==> src/utf_pkg.sv <==
/*
 * constants and types for the udp telemetry packet framer.
 * assumes a single 100 MHz clock domain; no software registers.
 */
package utf_pkg;
    localparam int unsigned WORD_W      = 16;
    localparam int unsigned TIME_W      = 48;
    localparam int unsigned KEY_SLOTS   = 4;
    localparam int unsigned SLOT_W      = 2;
    localparam int unsigned MAX_WORDS   = 64;
    localparam int unsigned CNT_W       = 7;
    localparam logic [31:0] DEFAULT_IP  = 32'hE000_0003;
    localparam logic [15:0] STATUS_RSVD = 16'h0000;
    localparam logic [15:0] SEQ_RESET   = 16'h0000;
    localparam logic [15:0] SEQ_STEP    = 16'h0001;
    localparam int unsigned US_NS       = 1000;
    localparam int unsigned CLK_NS      = 10;
    localparam int unsigned US_CYCLES   = US_NS / CLK_NS;
    localparam int unsigned US_DIV_W    = 7;

    typedef logic [WORD_W-1:0] utf_word_t;
    typedef logic [SLOT_W-1:0] utf_slot_t;

    typedef enum logic [3:0] {
        ST_IDLE, ST_FILL, ST_KEY, ST_SIZE, ST_T2, ST_T1, ST_T0,
        ST_STAT, ST_SEQ, ST_DATA, ST_END
    } utf_state_t;
endpackage : utf_pkg

==> src/utf_seq_if.sv <==
/*
 * carrier between framer top and its sequence counter bank.
 * assumes one clock domain.
 */
`timescale 1ns/1ps
interface utf_seq_if;
    import utf_pkg::*;
    utf_slot_t slot;
    logic      bump;
    utf_word_t value;
    modport top (output slot, output bump, input value);
    modport bank (input slot, input bump, output value);
endinterface : utf_seq_if

==> src/utf_framer.sv <==
/*
 * telemetry packet framer: collects 16-bit samples, then emits one
 * standard packet (header, data, footer) as one udp payload stream.
 * assumes samples and configuration come from the same clock domain;
 * only the strap pin is asynchronous.
 */
`timescale 1ns/1ps
module utf_framer (
    input  wire logic             CLK_I,
    input  wire logic             RST_N_I,
    input  wire logic             ADDR_STRAP_N_I,
    input  wire logic [31:0]      PROG_IP_I,
    input  wire utf_pkg::utf_slot_t KEY_SLOT_I,
    input  wire utf_pkg::utf_word_t KEY_I,
    input  wire utf_pkg::utf_word_t END_WORD_I,
    input  wire logic [6:0]       PKT_WORDS_I,
    input  wire logic             SAMPLE_VALID_I,
    input  wire utf_pkg::utf_word_t SAMPLE_I,
    input  wire logic             TX_READY_I,
    output logic                  SAMPLE_READY_O,
    output logic                  TX_VALID_O,
    output utf_pkg::utf_word_t    TX_DATA_O,
    output logic                  TX_SOP_O,
    output logic                  TX_EOP_O,
    output logic [31:0]           DEST_IP_O,
    output logic [47:0]           TIME_US_O
);
    import utf_pkg::*;

    utf_state_t      st_q;
    utf_word_t       buf_q [MAX_WORDS];
    logic [CNT_W-1:0] wr_q;
    logic [CNT_W-1:0] rd_q;
    logic [CNT_W-1:0] len_q;
    utf_slot_t       slot_q;
    utf_word_t       key_q;
    logic [TIME_W-1:0] stamp_q;
    logic [TIME_W-1:0] us_q;
    logic [US_DIV_W-1:0] div_q;
    logic            strap_s1_q;
    logic            strap_s2_q;
    logic            take;
    logic            adv;
    logic [CNT_W-1:0] target;
    utf_word_t       word_d;

    utf_seq_if seq ();

    utf_seq_bank u_seq (
        .clk_i   (CLK_I),
        .rst_n_i (RST_N_I),
        .seq     (seq.bank)
    );

    ////////////////////////////////////////////////////////////////////////
    // strap sync and address choice
    always_ff @(posedge CLK_I or negedge RST_N_I) begin
        if (!RST_N_I) begin
            // reset as grounded: a strapped board never shows the programmed address
            strap_s1_q <= 1'b0;
            strap_s2_q <= 1'b0;
        end else begin
            strap_s1_q <= ADDR_STRAP_N_I;
            strap_s2_q <= strap_s1_q;
        end
    end

    always_ff @(posedge CLK_I or negedge RST_N_I) begin
        if (!RST_N_I) begin
            DEST_IP_O <= DEFAULT_IP;
        end else begin
            DEST_IP_O <= strap_s2_q ? PROG_IP_I : DEFAULT_IP;
        end
    end

    ////////////////////////////////////////////////////////////////////////
    // free-running microsecond time base
    always_ff @(posedge CLK_I or negedge RST_N_I) begin
        if (!RST_N_I) begin
            div_q <= '0;
            us_q  <= '0;
        end else if (div_q == US_DIV_W'(US_CYCLES - 1)) begin
            div_q <= '0;
            us_q  <= us_q + 48'h0000_0000_0001;
        end else begin
            div_q <= div_q + 7'h01;
        end
    end

    always_ff @(posedge CLK_I or negedge RST_N_I) begin
        if (!RST_N_I) begin
            TIME_US_O <= '0;
        end else begin
            TIME_US_O <= us_q;
        end
    end

    ////////////////////////////////////////////////////////////////////////
    // sample capture
    // zero or oversize lengths are clamped so a packet always ends
    assign target = (PKT_WORDS_I == 7'h00) ? 7'h01 :
                    (PKT_WORDS_I > 7'(MAX_WORDS)) ? 7'(MAX_WORDS) : PKT_WORDS_I;
    assign take   = SAMPLE_READY_O && SAMPLE_VALID_I;
    assign adv    = TX_VALID_O && TX_READY_I;

    always_ff @(posedge CLK_I) begin
        if (take) begin
            buf_q[wr_q[5:0]] <= SAMPLE_I;
        end
    end

    always_ff @(posedge CLK_I or negedge RST_N_I) begin
        if (!RST_N_I) begin
            stamp_q <= '0;
            slot_q  <= '0;
            key_q   <= '0;
            len_q   <= '0;
        end else if (take && wr_q == '0) begin
            stamp_q <= us_q;
            slot_q  <= KEY_SLOT_I;
            key_q   <= KEY_I;
            len_q   <= target;
        end
    end

    ////////////////////////////////////////////////////////////////////////
    // packet state machine, standard variant only
    always_ff @(posedge CLK_I or negedge RST_N_I) begin
        if (!RST_N_I) begin
            st_q <= ST_IDLE;
            wr_q <= '0;
            rd_q <= '0;
        end else begin
            case (st_q)
                ST_IDLE, ST_FILL: begin
                    if (take) begin
                        wr_q <= wr_q + 7'h01;
                        st_q <= ST_FILL;
                        if ((wr_q == '0 ? target : len_q) == wr_q + 7'h01) begin
                            st_q <= ST_KEY;
                        end
                    end
                end
                ST_KEY:  if (adv) st_q <= ST_SIZE;
                ST_SIZE: if (adv) st_q <= ST_T2;
                ST_T2:   if (adv) st_q <= ST_T1;
                ST_T1:   if (adv) st_q <= ST_T0;
                ST_T0:   if (adv) st_q <= ST_STAT;
                ST_STAT: if (adv) st_q <= ST_SEQ;
                ST_SEQ:  if (adv) st_q <= ST_DATA;
                ST_DATA: begin
                    if (adv) begin
                        rd_q <= rd_q + 7'h01;
                        if (rd_q + 7'h01 == len_q) st_q <= ST_END;
                    end
                end
                ST_END: begin
                    if (adv) begin
                        st_q <= ST_IDLE;
                        wr_q <= '0;
                        rd_q <= '0;
                    end
                end
                default: st_q <= ST_IDLE;
            endcase
        end
    end

    assign seq.slot = slot_q;
    assign seq.bump = adv && (st_q == ST_END);

    ////////////////////////////////////////////////////////////////////////
    // output word selection
    always_comb begin
        case (st_q)
            ST_KEY:  word_d = key_q;
            ST_SIZE: word_d = {9'h000, len_q};
            ST_T2:   word_d = stamp_q[47:32];
            ST_T1:   word_d = stamp_q[31:16];
            ST_T0:   word_d = stamp_q[15:0];
            ST_STAT: word_d = STATUS_RSVD;
            ST_SEQ:  word_d = seq.value;
            ST_DATA: word_d = buf_q[rd_q[5:0]];
            ST_END:  word_d = END_WORD_I;
            default: word_d = '0;
        endcase
    end

    // registered stream: a word is shown one cycle after its state settles,
    // so state only advances once the registered copy is accepted
    logic        show_q;
    utf_state_t  shown_q;
    logic [CNT_W-1:0] shown_rd_q;

    always_ff @(posedge CLK_I or negedge RST_N_I) begin
        if (!RST_N_I) begin
            shown_q    <= ST_IDLE;
            shown_rd_q <= '0;
        end else begin
            shown_q    <= st_q;
            shown_rd_q <= rd_q;
        end
    end
    assign show_q = (shown_q == st_q) && (shown_rd_q == rd_q);

    always_ff @(posedge CLK_I or negedge RST_N_I) begin
        if (!RST_N_I) begin
            TX_VALID_O     <= 1'b0;
            TX_DATA_O      <= '0;
            TX_SOP_O       <= 1'b0;
            TX_EOP_O       <= 1'b0;
            SAMPLE_READY_O <= 1'b0;
        end else begin
            // one packet is one datagram payload, framed by sop and eop
            TX_VALID_O     <= (st_q >= ST_KEY) && show_q && !adv;
            TX_DATA_O      <= word_d;
            TX_SOP_O       <= (st_q == ST_KEY);
            TX_EOP_O       <= (st_q == ST_END);
            SAMPLE_READY_O <= ((st_q == ST_IDLE) || (st_q == ST_FILL)) && !take
                              && !(st_q == ST_FILL && wr_q == len_q);
        end
    end
endmodule : utf_framer

==> src/utf_seq_bank.sv <==
/*
 * per-key sequence counter bank.
 * assumes slot selects the key definition and bump is one-cycle pulse.
 */
`timescale 1ns/1ps
module utf_seq_bank (
    input  wire logic  clk_i,
    input  wire logic  rst_n_i,
    utf_seq_if.bank    seq
);
    import utf_pkg::*;

    utf_word_t cnt_q [KEY_SLOTS];

    assign seq.value = cnt_q[seq.slot];

    always_ff @(posedge clk_i or negedge rst_n_i) begin
        if (!rst_n_i) begin
            for (int i = 0; i < KEY_SLOTS; i++) begin
                cnt_q[i] <= SEQ_RESET;
            end
        end else if (seq.bump) begin
            // natural 16-bit overflow gives the wrap to zero
            cnt_q[seq.slot] <= cnt_q[seq.slot] + SEQ_STEP;
        end
    end
endmodule : utf_seq_bank

==> config.mk <==
export PLATFORM = sky130hd
export DESIGN_NAME = utf_framer
export DESIGN_NICKNAME = d
export VERILOG_FILES = /design/src/utf_pkg.sv /design/src/utf_seq_if.sv /design/src/utf_framer.sv /design/src/utf_seq_bank.sv
export SDC_FILE = /design/constraint.sdc
export NUM_CORES = 2
export LEC_CHECK = 0
export BUFFER_PORTS_ARGS = -buffer_cell sky130_fd_sc_hd__buf_2
export CAP_MARGIN = 0
export CORE_MARGIN = 4
export CORE_UTILIZATION = 55
export DETAILED_ROUTE_END_ITERATION = 16
export PLACE_DENSITY = 0.75
export SLEW_MARGIN = 20
export SYNTH_ARGS = -nofsm -noshare
export SYNTH_HDL_FRONTEND = slang
export SYNTH_SLANG_ARGS = --single-unit
==> constraint.sdc <==
create_clock -name CLK_I -period 3.4 [get_ports CLK_I]
set_input_delay 0.34 -clock CLK_I [delete_from_list [all_inputs] [get_ports CLK_I]]
set_output_delay 0.34 -clock CLK_I [all_outputs]
set_load 0.005 [all_outputs]
# Word-level counts from Yosys, hierarchy flattened
# Memories as Yosys holds them, arrays and structs flattened.
# Cells that the tools add are included.
# W data, S select, Z words.
[word_totals]
memories = 1
register_bits = 323
input_bits = 94
ram_bits = 1024
out_inout_bits = 100
[memory_table]
columns = ["memory", "words", "word_bits", "rd", "rd_clocked_by_memory_dff", "write_ports", "line", "text"]
rows = [
  ["buf_q", 64, 16, 1, 0, 1, "utf_framer.sv:31", "utf_word_t buf_q [MAX_WORDS];"],
]
[op_classes]
n_reduce_logical = 24
n_lt_le_gt_ge = 4
muxes = 32
n_eq_ne = 27
bitwise = 1
addsub = 5
[ops]
columns = ["cell", "count"]
rows = [
  ["$pmux W16 S8", 1],
  ["$bwmux W64", 1],
  ["$mux W7", 7],
  ["$add A48 B1 Y48 const B", 1],
  ["$mux W16", 3],
  ["$mux W4", 11],
  ["$pmux W4 S10", 1],
  ["$bmux W16 S2", 1],
  ["$demux W16 S2", 1],
  ["$mux W32", 1],
  ["$eq A7 B7 Y1", 4],
  ["$pmux W7 S2", 2],
  ["$ne A2 B2 Y1 const B", 11],
  ["$add A7 B1 Y7 const B", 3],
  ["$add A16 B1 Y16 const B", 1],
  ["$eq A4 B3 Y1 const B", 4],
  ["$logic_not A7 Y1", 2],
  ["$eq A4 B4 Y1 const B", 3],
  ["$logic_and A1 B1 Y1", 11],
  ["$reduce_and A11 Y1", 1],
  ["$eq A4 B2 Y1 const B", 2],
  ["$eq A7 B7 Y1 const B", 1],
  ["$gt A7 B7 Y1 const B", 1],
  ["$reduce_and A3 Y1", 2],
  ["13 further kinds", 17],
]

# Logic depth before layout (Yosys ltp)
[depth]
depth_word = 8
depth_mapped = 11
depth_no_buf = 9

# Modules after synthesis
# Synthesis repeated with hierarchy kept, for this count alone.
[unflattened]
cells_unflattened = 3035
area_unflattened_um2 = 53241.1
[modules_own_cells]
columns = ["mod", "n_inst", "cells_each", "area_per_inst_um2", "seq_area_each_um2"]
rows = [
  ["utf_framer", 1, 2753, 50160.6, 37237.0],
  ["utf_seq_bank", 1, 282, 3080.5, 1601.5],
]

# Least setup slack after synthesis
# Ideal clock, no wire load.
[synth_path]
path_kind = "reg2reg"
startpoint = "register wr_q[1]"
endpoint = "register st_q[0]"
stages_incl_launch_ff = 12
setup_slack_ns = 0.920
setup_time_ns = 0.140
arrival_ns = 2.340
path_cell_list = "dfrtp_1 clkbuf_1 inv_1 ha_1 or3b_1 clkbuf_1 or3_1 a211o_1 a32oi_1 nand4_1 a31oi_1 a31oi_1"
[synth_via]
elab_chain_cells = 6
word_cells_on_any_way = 7
classes_between = "1 x add/sub; 1 x eq/ne; 4 x mux; 1 x reduce/logical"
[synth_lines]
columns = ["element", "line", "text"]
rows = [
  ["from (decl)", "utf_framer.sv:32", "logic [CNT_W-1:0] wr_q;"],
  ["from (signal assigned)", "utf_framer.sv:137", "wr_q <= wr_q + 7'h01;"],
  ["branches (longest 2 deep; another with $add A7 B1 Y7)", "--", ""],
  ["$eq A7 B7 Y1 *", "utf_framer.sv:139", "if ((wr_q == '0 ? target : len_q) == wr_q + 7'h01) begin"],
  ["$mux W2 *", "utf_framer.sv:139", ""],
  ["$mux W4 *", "utf_framer.sv:136", "if (take) begin"],
  ["$pmux W4 S10 *", "utf_framer.sv:134", "case (st_q)"],
  ["to (signal assigned)", "utf_framer.sv:138", "st_q <= ST_FILL;"],
  ["to (signal assigned)", "utf_framer.sv:140", "st_q <= ST_KEY;"],
  ["to (signal assigned)", "utf_framer.sv:144", "ST_KEY: if (adv) st_q <= ST_SIZE;"],
  ["to (decl)", "utf_framer.sv:30", "utf_state_t st_q;"],
]
# Mark *: on every way between the ends. The select of a mux whose other input is x is not followed.
# A chain may end at the register's enable or synchronous reset.

# Worst setup path after layout
[layout_path]
startpoint = "register rd_q[0]"
endpoint = "register TX_DATA_O[0]"
[layout_via]
elab_chain_cells = 2
[layout_lines]
columns = ["element", "line", "text"]
rows = [
  ["from (decl)", "utf_framer.sv:33", "logic [CNT_W-1:0] rd_q;"],
  ["from (signal assigned)", "utf_framer.sv:153", "rd_q <= rd_q + 7'h01;"],
  ["$mem_v2 Z64 W16", "--", ""],
  ["$pmux W16 S8", "utf_framer.sv:175", "case (st_q)"],
  ["via word_d[0]", "utf_framer.sv:45", "utf_word_t word_d;"],
  ["to (signal assigned)", "utf_framer.sv:216", "TX_DATA_O <= word_d;"],
  ["to (decl)", "utf_framer.sv:22", "output utf_pkg::utf_word_t TX_DATA_O,"],
]
# The timed path passes the listed nets, and every way through them passes these cells.

==> flow_metrics.env <==
export IMPL_portBuffers=193
export IMPL_synth_top_family_by_area="multiplexers"
export IMPL_antenna_found_initial=1
export IMPL_critPathTopFamily="multiplexers"
export IMPL_fp_dieW_um=318
export IMPL_switchingPower_mw=9.73
export IMPL_die_h_um=318
export IMPL_final_nets=3259
export IMPL_leakage_nw=21.5
export IMPL_netlist_instances=2745
export IMPL_gp_congestion=0.872
export IMPL_power_density_nw_per_um2=643
export IMPL_gr_total_overflow=0
export IMPL_dpl_instance_area_sq_um=56200
export IMPL_initial_core_util=0.554
export IMPL_htreeDepth=4
export IMPL_ir_drop_uv=528
export IMPL_cts_made_buffers=135
export IMPL_switching_share=0.247
export IMPL_synth_top_cell_area_share=0.583
export IMPL_ys_flop_type="edfxtp_1"
export IMPL_drv_slew=0
export IMPL_synth_nets=2845
export IMPL_placed_cells=4229
export IMPL_cts_resized=0
export IMPL_worst_setup_path_start_kind="flop"
export IMPL_slowest_delay_ps=690
export IMPL_design_area_sq_um=61300
export IMPL_die_area_sq_um=101000
export IMPL_mostFrequentLayoutCells="1,024 x edfxtp_1, 324 x mux4_2, 314 x dfrtp_1, 176 x buf_2, 160 x nor2_1"
export IMPL_cts_sinks=1347
export IMPL_netlist_area_sq_um=52800
export IMPL_synth_area_leaders="edfxtp_1 58%, dfrtp_1 15%, mux4_2 14%, mux2_2 1.8%, nor2_1 1.1%"
export IMPL_async_reset_ff_frac=0.240
export IMPL_grt_max_degree=100
export IMPL_viasPerCell=6.20
export IMPL_synth_mux_area_frac=0.164
export IMPL_pin_count=194
export IMPL_clock_root_buffer="clkbuf_16"
export IMPL_clk_path_buf_depth=3
export IMPL_finalSetupTns_ps=0
export IMPL_min_period_ps=3270
export IMPL_setup_viol=0
export IMPL_fmax_ghz=0.306
export IMPL_p_seq_frac=0.475
export IMPL_final_common_cell="edfxtp_1"
export IMPL_worstPathMaxFanout=19
export IMPL_post_cts_buffers=0
export IMPL_crit_required_ps=3970
export IMPL_clkPwrFrac=0.377
export IMPL_power_mw=39.4
export IMPL_tightestPinTransition_ps=986
export IMPL_criticalPathCategory="reg2reg"
export IMPL_drive_above_1_share=0.300
export IMPL_n_fill_cell=6111
export IMPL_grt_use_total=0.262
export IMPL_synth_compound_area_share=0.0244
export IMPL_dpl_worst_slack_ps=238
export IMPL_insertion_delay_ps=740
export IMPL_drtAntennaViolNets=0
export IMPL_internal_power_mw=29.7
export IMPL_fin_crit_sh=0.962
export IMPL_yosysUniqueCellTypes=62
export IMPL_via_count=28105
export IMPL_first_iter_violations=3575
export IMPL_syn2layout_area_growth_pct=16.1
export IMPL_synth_xor_area_share=0.0164
export IMPL_grt_pass1_wl_mm=195
export IMPL_dp_hpwl_mm=79.1
export IMPL_synth_top_area_cell="edfxtp_1"
export IMPL_final_setup_worst_slack_ps=129
export IMPL_synth_edf_count=1024
export IMPL_rows=113
export IMPL_avgSynthCellArea_sq_um=19.2
export IMPL_tritoncts="done"
export IMPL_synth_seq_cells=1347
export IMPL_hold_buffers=58
export IMPL_rrSetupSlack_ps=130
export IMPL_path_clk_slew_ps=60
export IMPL_final_cells=4530
export IMPL_crit_chain="buf_12, buf_4, mux4_2, mux4_2, a221oi_1, nand3_1"
export IMPL_core_area_sq_um=95200
export IMPL_cp_common_cell="mux4_2"
export IMPL_seq_area_frac_synth=0.736
export IMPL_cp_end_kind="flop"
export IMPL_synth_fa_ha_area_frac=0.00142
export IMPL_cp_num_buf_inv=2
export IMPL_wirelength_mm=130
export IMPL_finalHoldViolCount=0
export IMPL_critical_path_arrival_ps=3840
export IMPL_slew_headroom=0.340
export IMPL_outcome="finished clean"
export IMPL_rsz0062_at_grt="no"
export IMPL_comb_power_share=0.148
export IMPL_drt_pass1_iter_count=5
export IMPL_ys_warn_count=0
export IMPL_drc_errors=0
export IMPL_drv_cap=0
export IMPL_hp_class="in2reg"
export IMPL_grt_pass1_vias=29354
export IMPL_synthSimpleGateAreaFrac=0.0438
export IMPL_skew_ps=21.3
export IMPL_cp_slowest_cell="a221oi_1"
export IMPL_wl_per_cell_um=28.8
-- flip-flops by register name (all words and copies together), names as in the netlist, 2 cells and up --
register and cells:
shown_rd_q 7, stamp_q 48, key_q 16, seq.slot 2, div_q 7, st_q 4, buf_q 1024, wr_q 7
rd_q 7, us_q 48, DEST_IP_O 32, TX_DATA_O 16, TIME_US_O 48, u_seq.cnt_q 64, len_q 7, shown_q 4
-- synth_stat cells (3+ instances only) --
| library cell | number |
|---|---|
| a31oi_1 | 4 |
| nor4_1 | 5 |
| dfrtp_1 | 318 |
| buf_4 | 11 |
| mux2i_1 | 42 |
| inv_1 | 10 |
| nand2b_1 | 20 |
| nor3_1 | 24 |
| nor3b_1 | 3 |
| nand2_1 | 114 |
| mux4_2 | 324 |
| or3_1 | 8 |
| nand3_1 | 56 |
| and4_1 | 7 |
| a22oi_1 | 28 |
| o21ai_0 | 59 |
| buf_1 | 19 |
| o21a_1 | 3 |
| clkbuf_1 | 67 |
| a221oi_1 | 11 |
| a21oi_1 | 67 |
| xnor2_1 | 57 |
| and3_1 | 8 |
| o22a_1 | 3 |
| o31ai_1 | 3 |
| o211ai_1 | 6 |
| nand4_1 | 19 |
| o21ai_1 | 3 |
| o221ai_1 | 8 |
| and2_1 | 38 |
| a211oi_1 | 3 |
| buf_6 | 8 |
| edfxtp_1 | 1024 |
| mux2_2 | 85 |
| ha_1 | 6 |
| nor2_1 | 160 |
| dfstp_2 | 5 |
| xor2_1 | 38 |
| nor2b_1 | 8 |
| buf_2 | 35 |
-- power by group through the flow --
stage          sequential, mW  combinational [mW]  clock (mW)
6_report                 18.7                5.85        14.9
5_1_grt                  18.7                6.27        15.8
4_1_cts                  18.7                5.87        15.0
3_5_place_dp             19.0                5.77           0
3_3_place_gp             19.0                5.63           0
2_1_floorplan            18.8                4.10           0
-- per-layer routing --
layer / track usage / up-vias / wire length [um]
li1: - / 11757 / -
met1: 0.350 / 14557 / 48200
met2: 0.429 / 1552 / 65200
met3: 0.0655 / 239 / 13100
met4: 0.0833 / 0 / 3910
met5: 0 / - / 0
-- worst paths after layout --
kind | from | cells after the start | end
min reg2reg | strap_s1_q$_DFF_PN0_ | 0 | strap_s2_q$_DFF_PN0_
max in group asynchronous | RST_N_I | 3 | DEST_IP_O[30]$_DFF_PN1_
min in group asynchronous | RST_N_I | 2 | TIME_US_O[31]$_DFF_PN0_
max reg2reg | rd_q[0]$_DFFE_PN0P_ | 6 | TX_DATA_O[0]$_DFF_PN0_
min | END_WORD_I[4] | 4 | TX_DATA_O[4]$_DFF_PN0_
max | rd_q[0]$_DFFE_PN0P_ | 6 | TX_DATA_O[0]$_DFF_PN0_
-- metrics by stage --
| stage | utilization | hold WS (ps) |
|---|---|---|
| 2_1_floorplan | - | 44.4 |
| 3_5_place_dp | 0.591 | 338 |
| 6_report | 0.644 | 54.1 |
| 4_1_cts | 0.644 | 6.81 |
| 5_1_grt | 0.644 | 32.3 |
| 3_3_place_gp | 0.591 | 341 |
-- final cells by class --
type                       count  area (sq um)  area share
sequential                  1347         38900       0.634
timing repair buffer         417          3130      0.0511
multi-input combinational   1248         13200       0.216
clock inverter                62           768      0.0125
inverter                      10          37.5    0.000613
tap                         1265          1580      0.0258
clock buffer                 180          3660      0.0597
antenna                        1          2.50   0.0000408
-- logic make-up (layout without fill, tap and decap cells) --
logic type               count (synthesis)  after routing
buffers and inverters                  150            669
AND/OR/NAND/NOR                        485            485
AO/OA/AOI/OAI                          209            209
other                                    0              1
flip-flops                            1347           1347
XOR/XNOR                                97             97
multiplexers                           451            451
adder cells (fa/ha/maj)                  6              6
-- worst register-to-register path: stages, from the launching register on --
cell and delay (ps):
dfrtp_4 660, buf_12 280, buf_4 240, mux4_2 540, mux4_2 490, a221oi_1 690, nand3_1 200
Power figures use the tool's default switching activity.
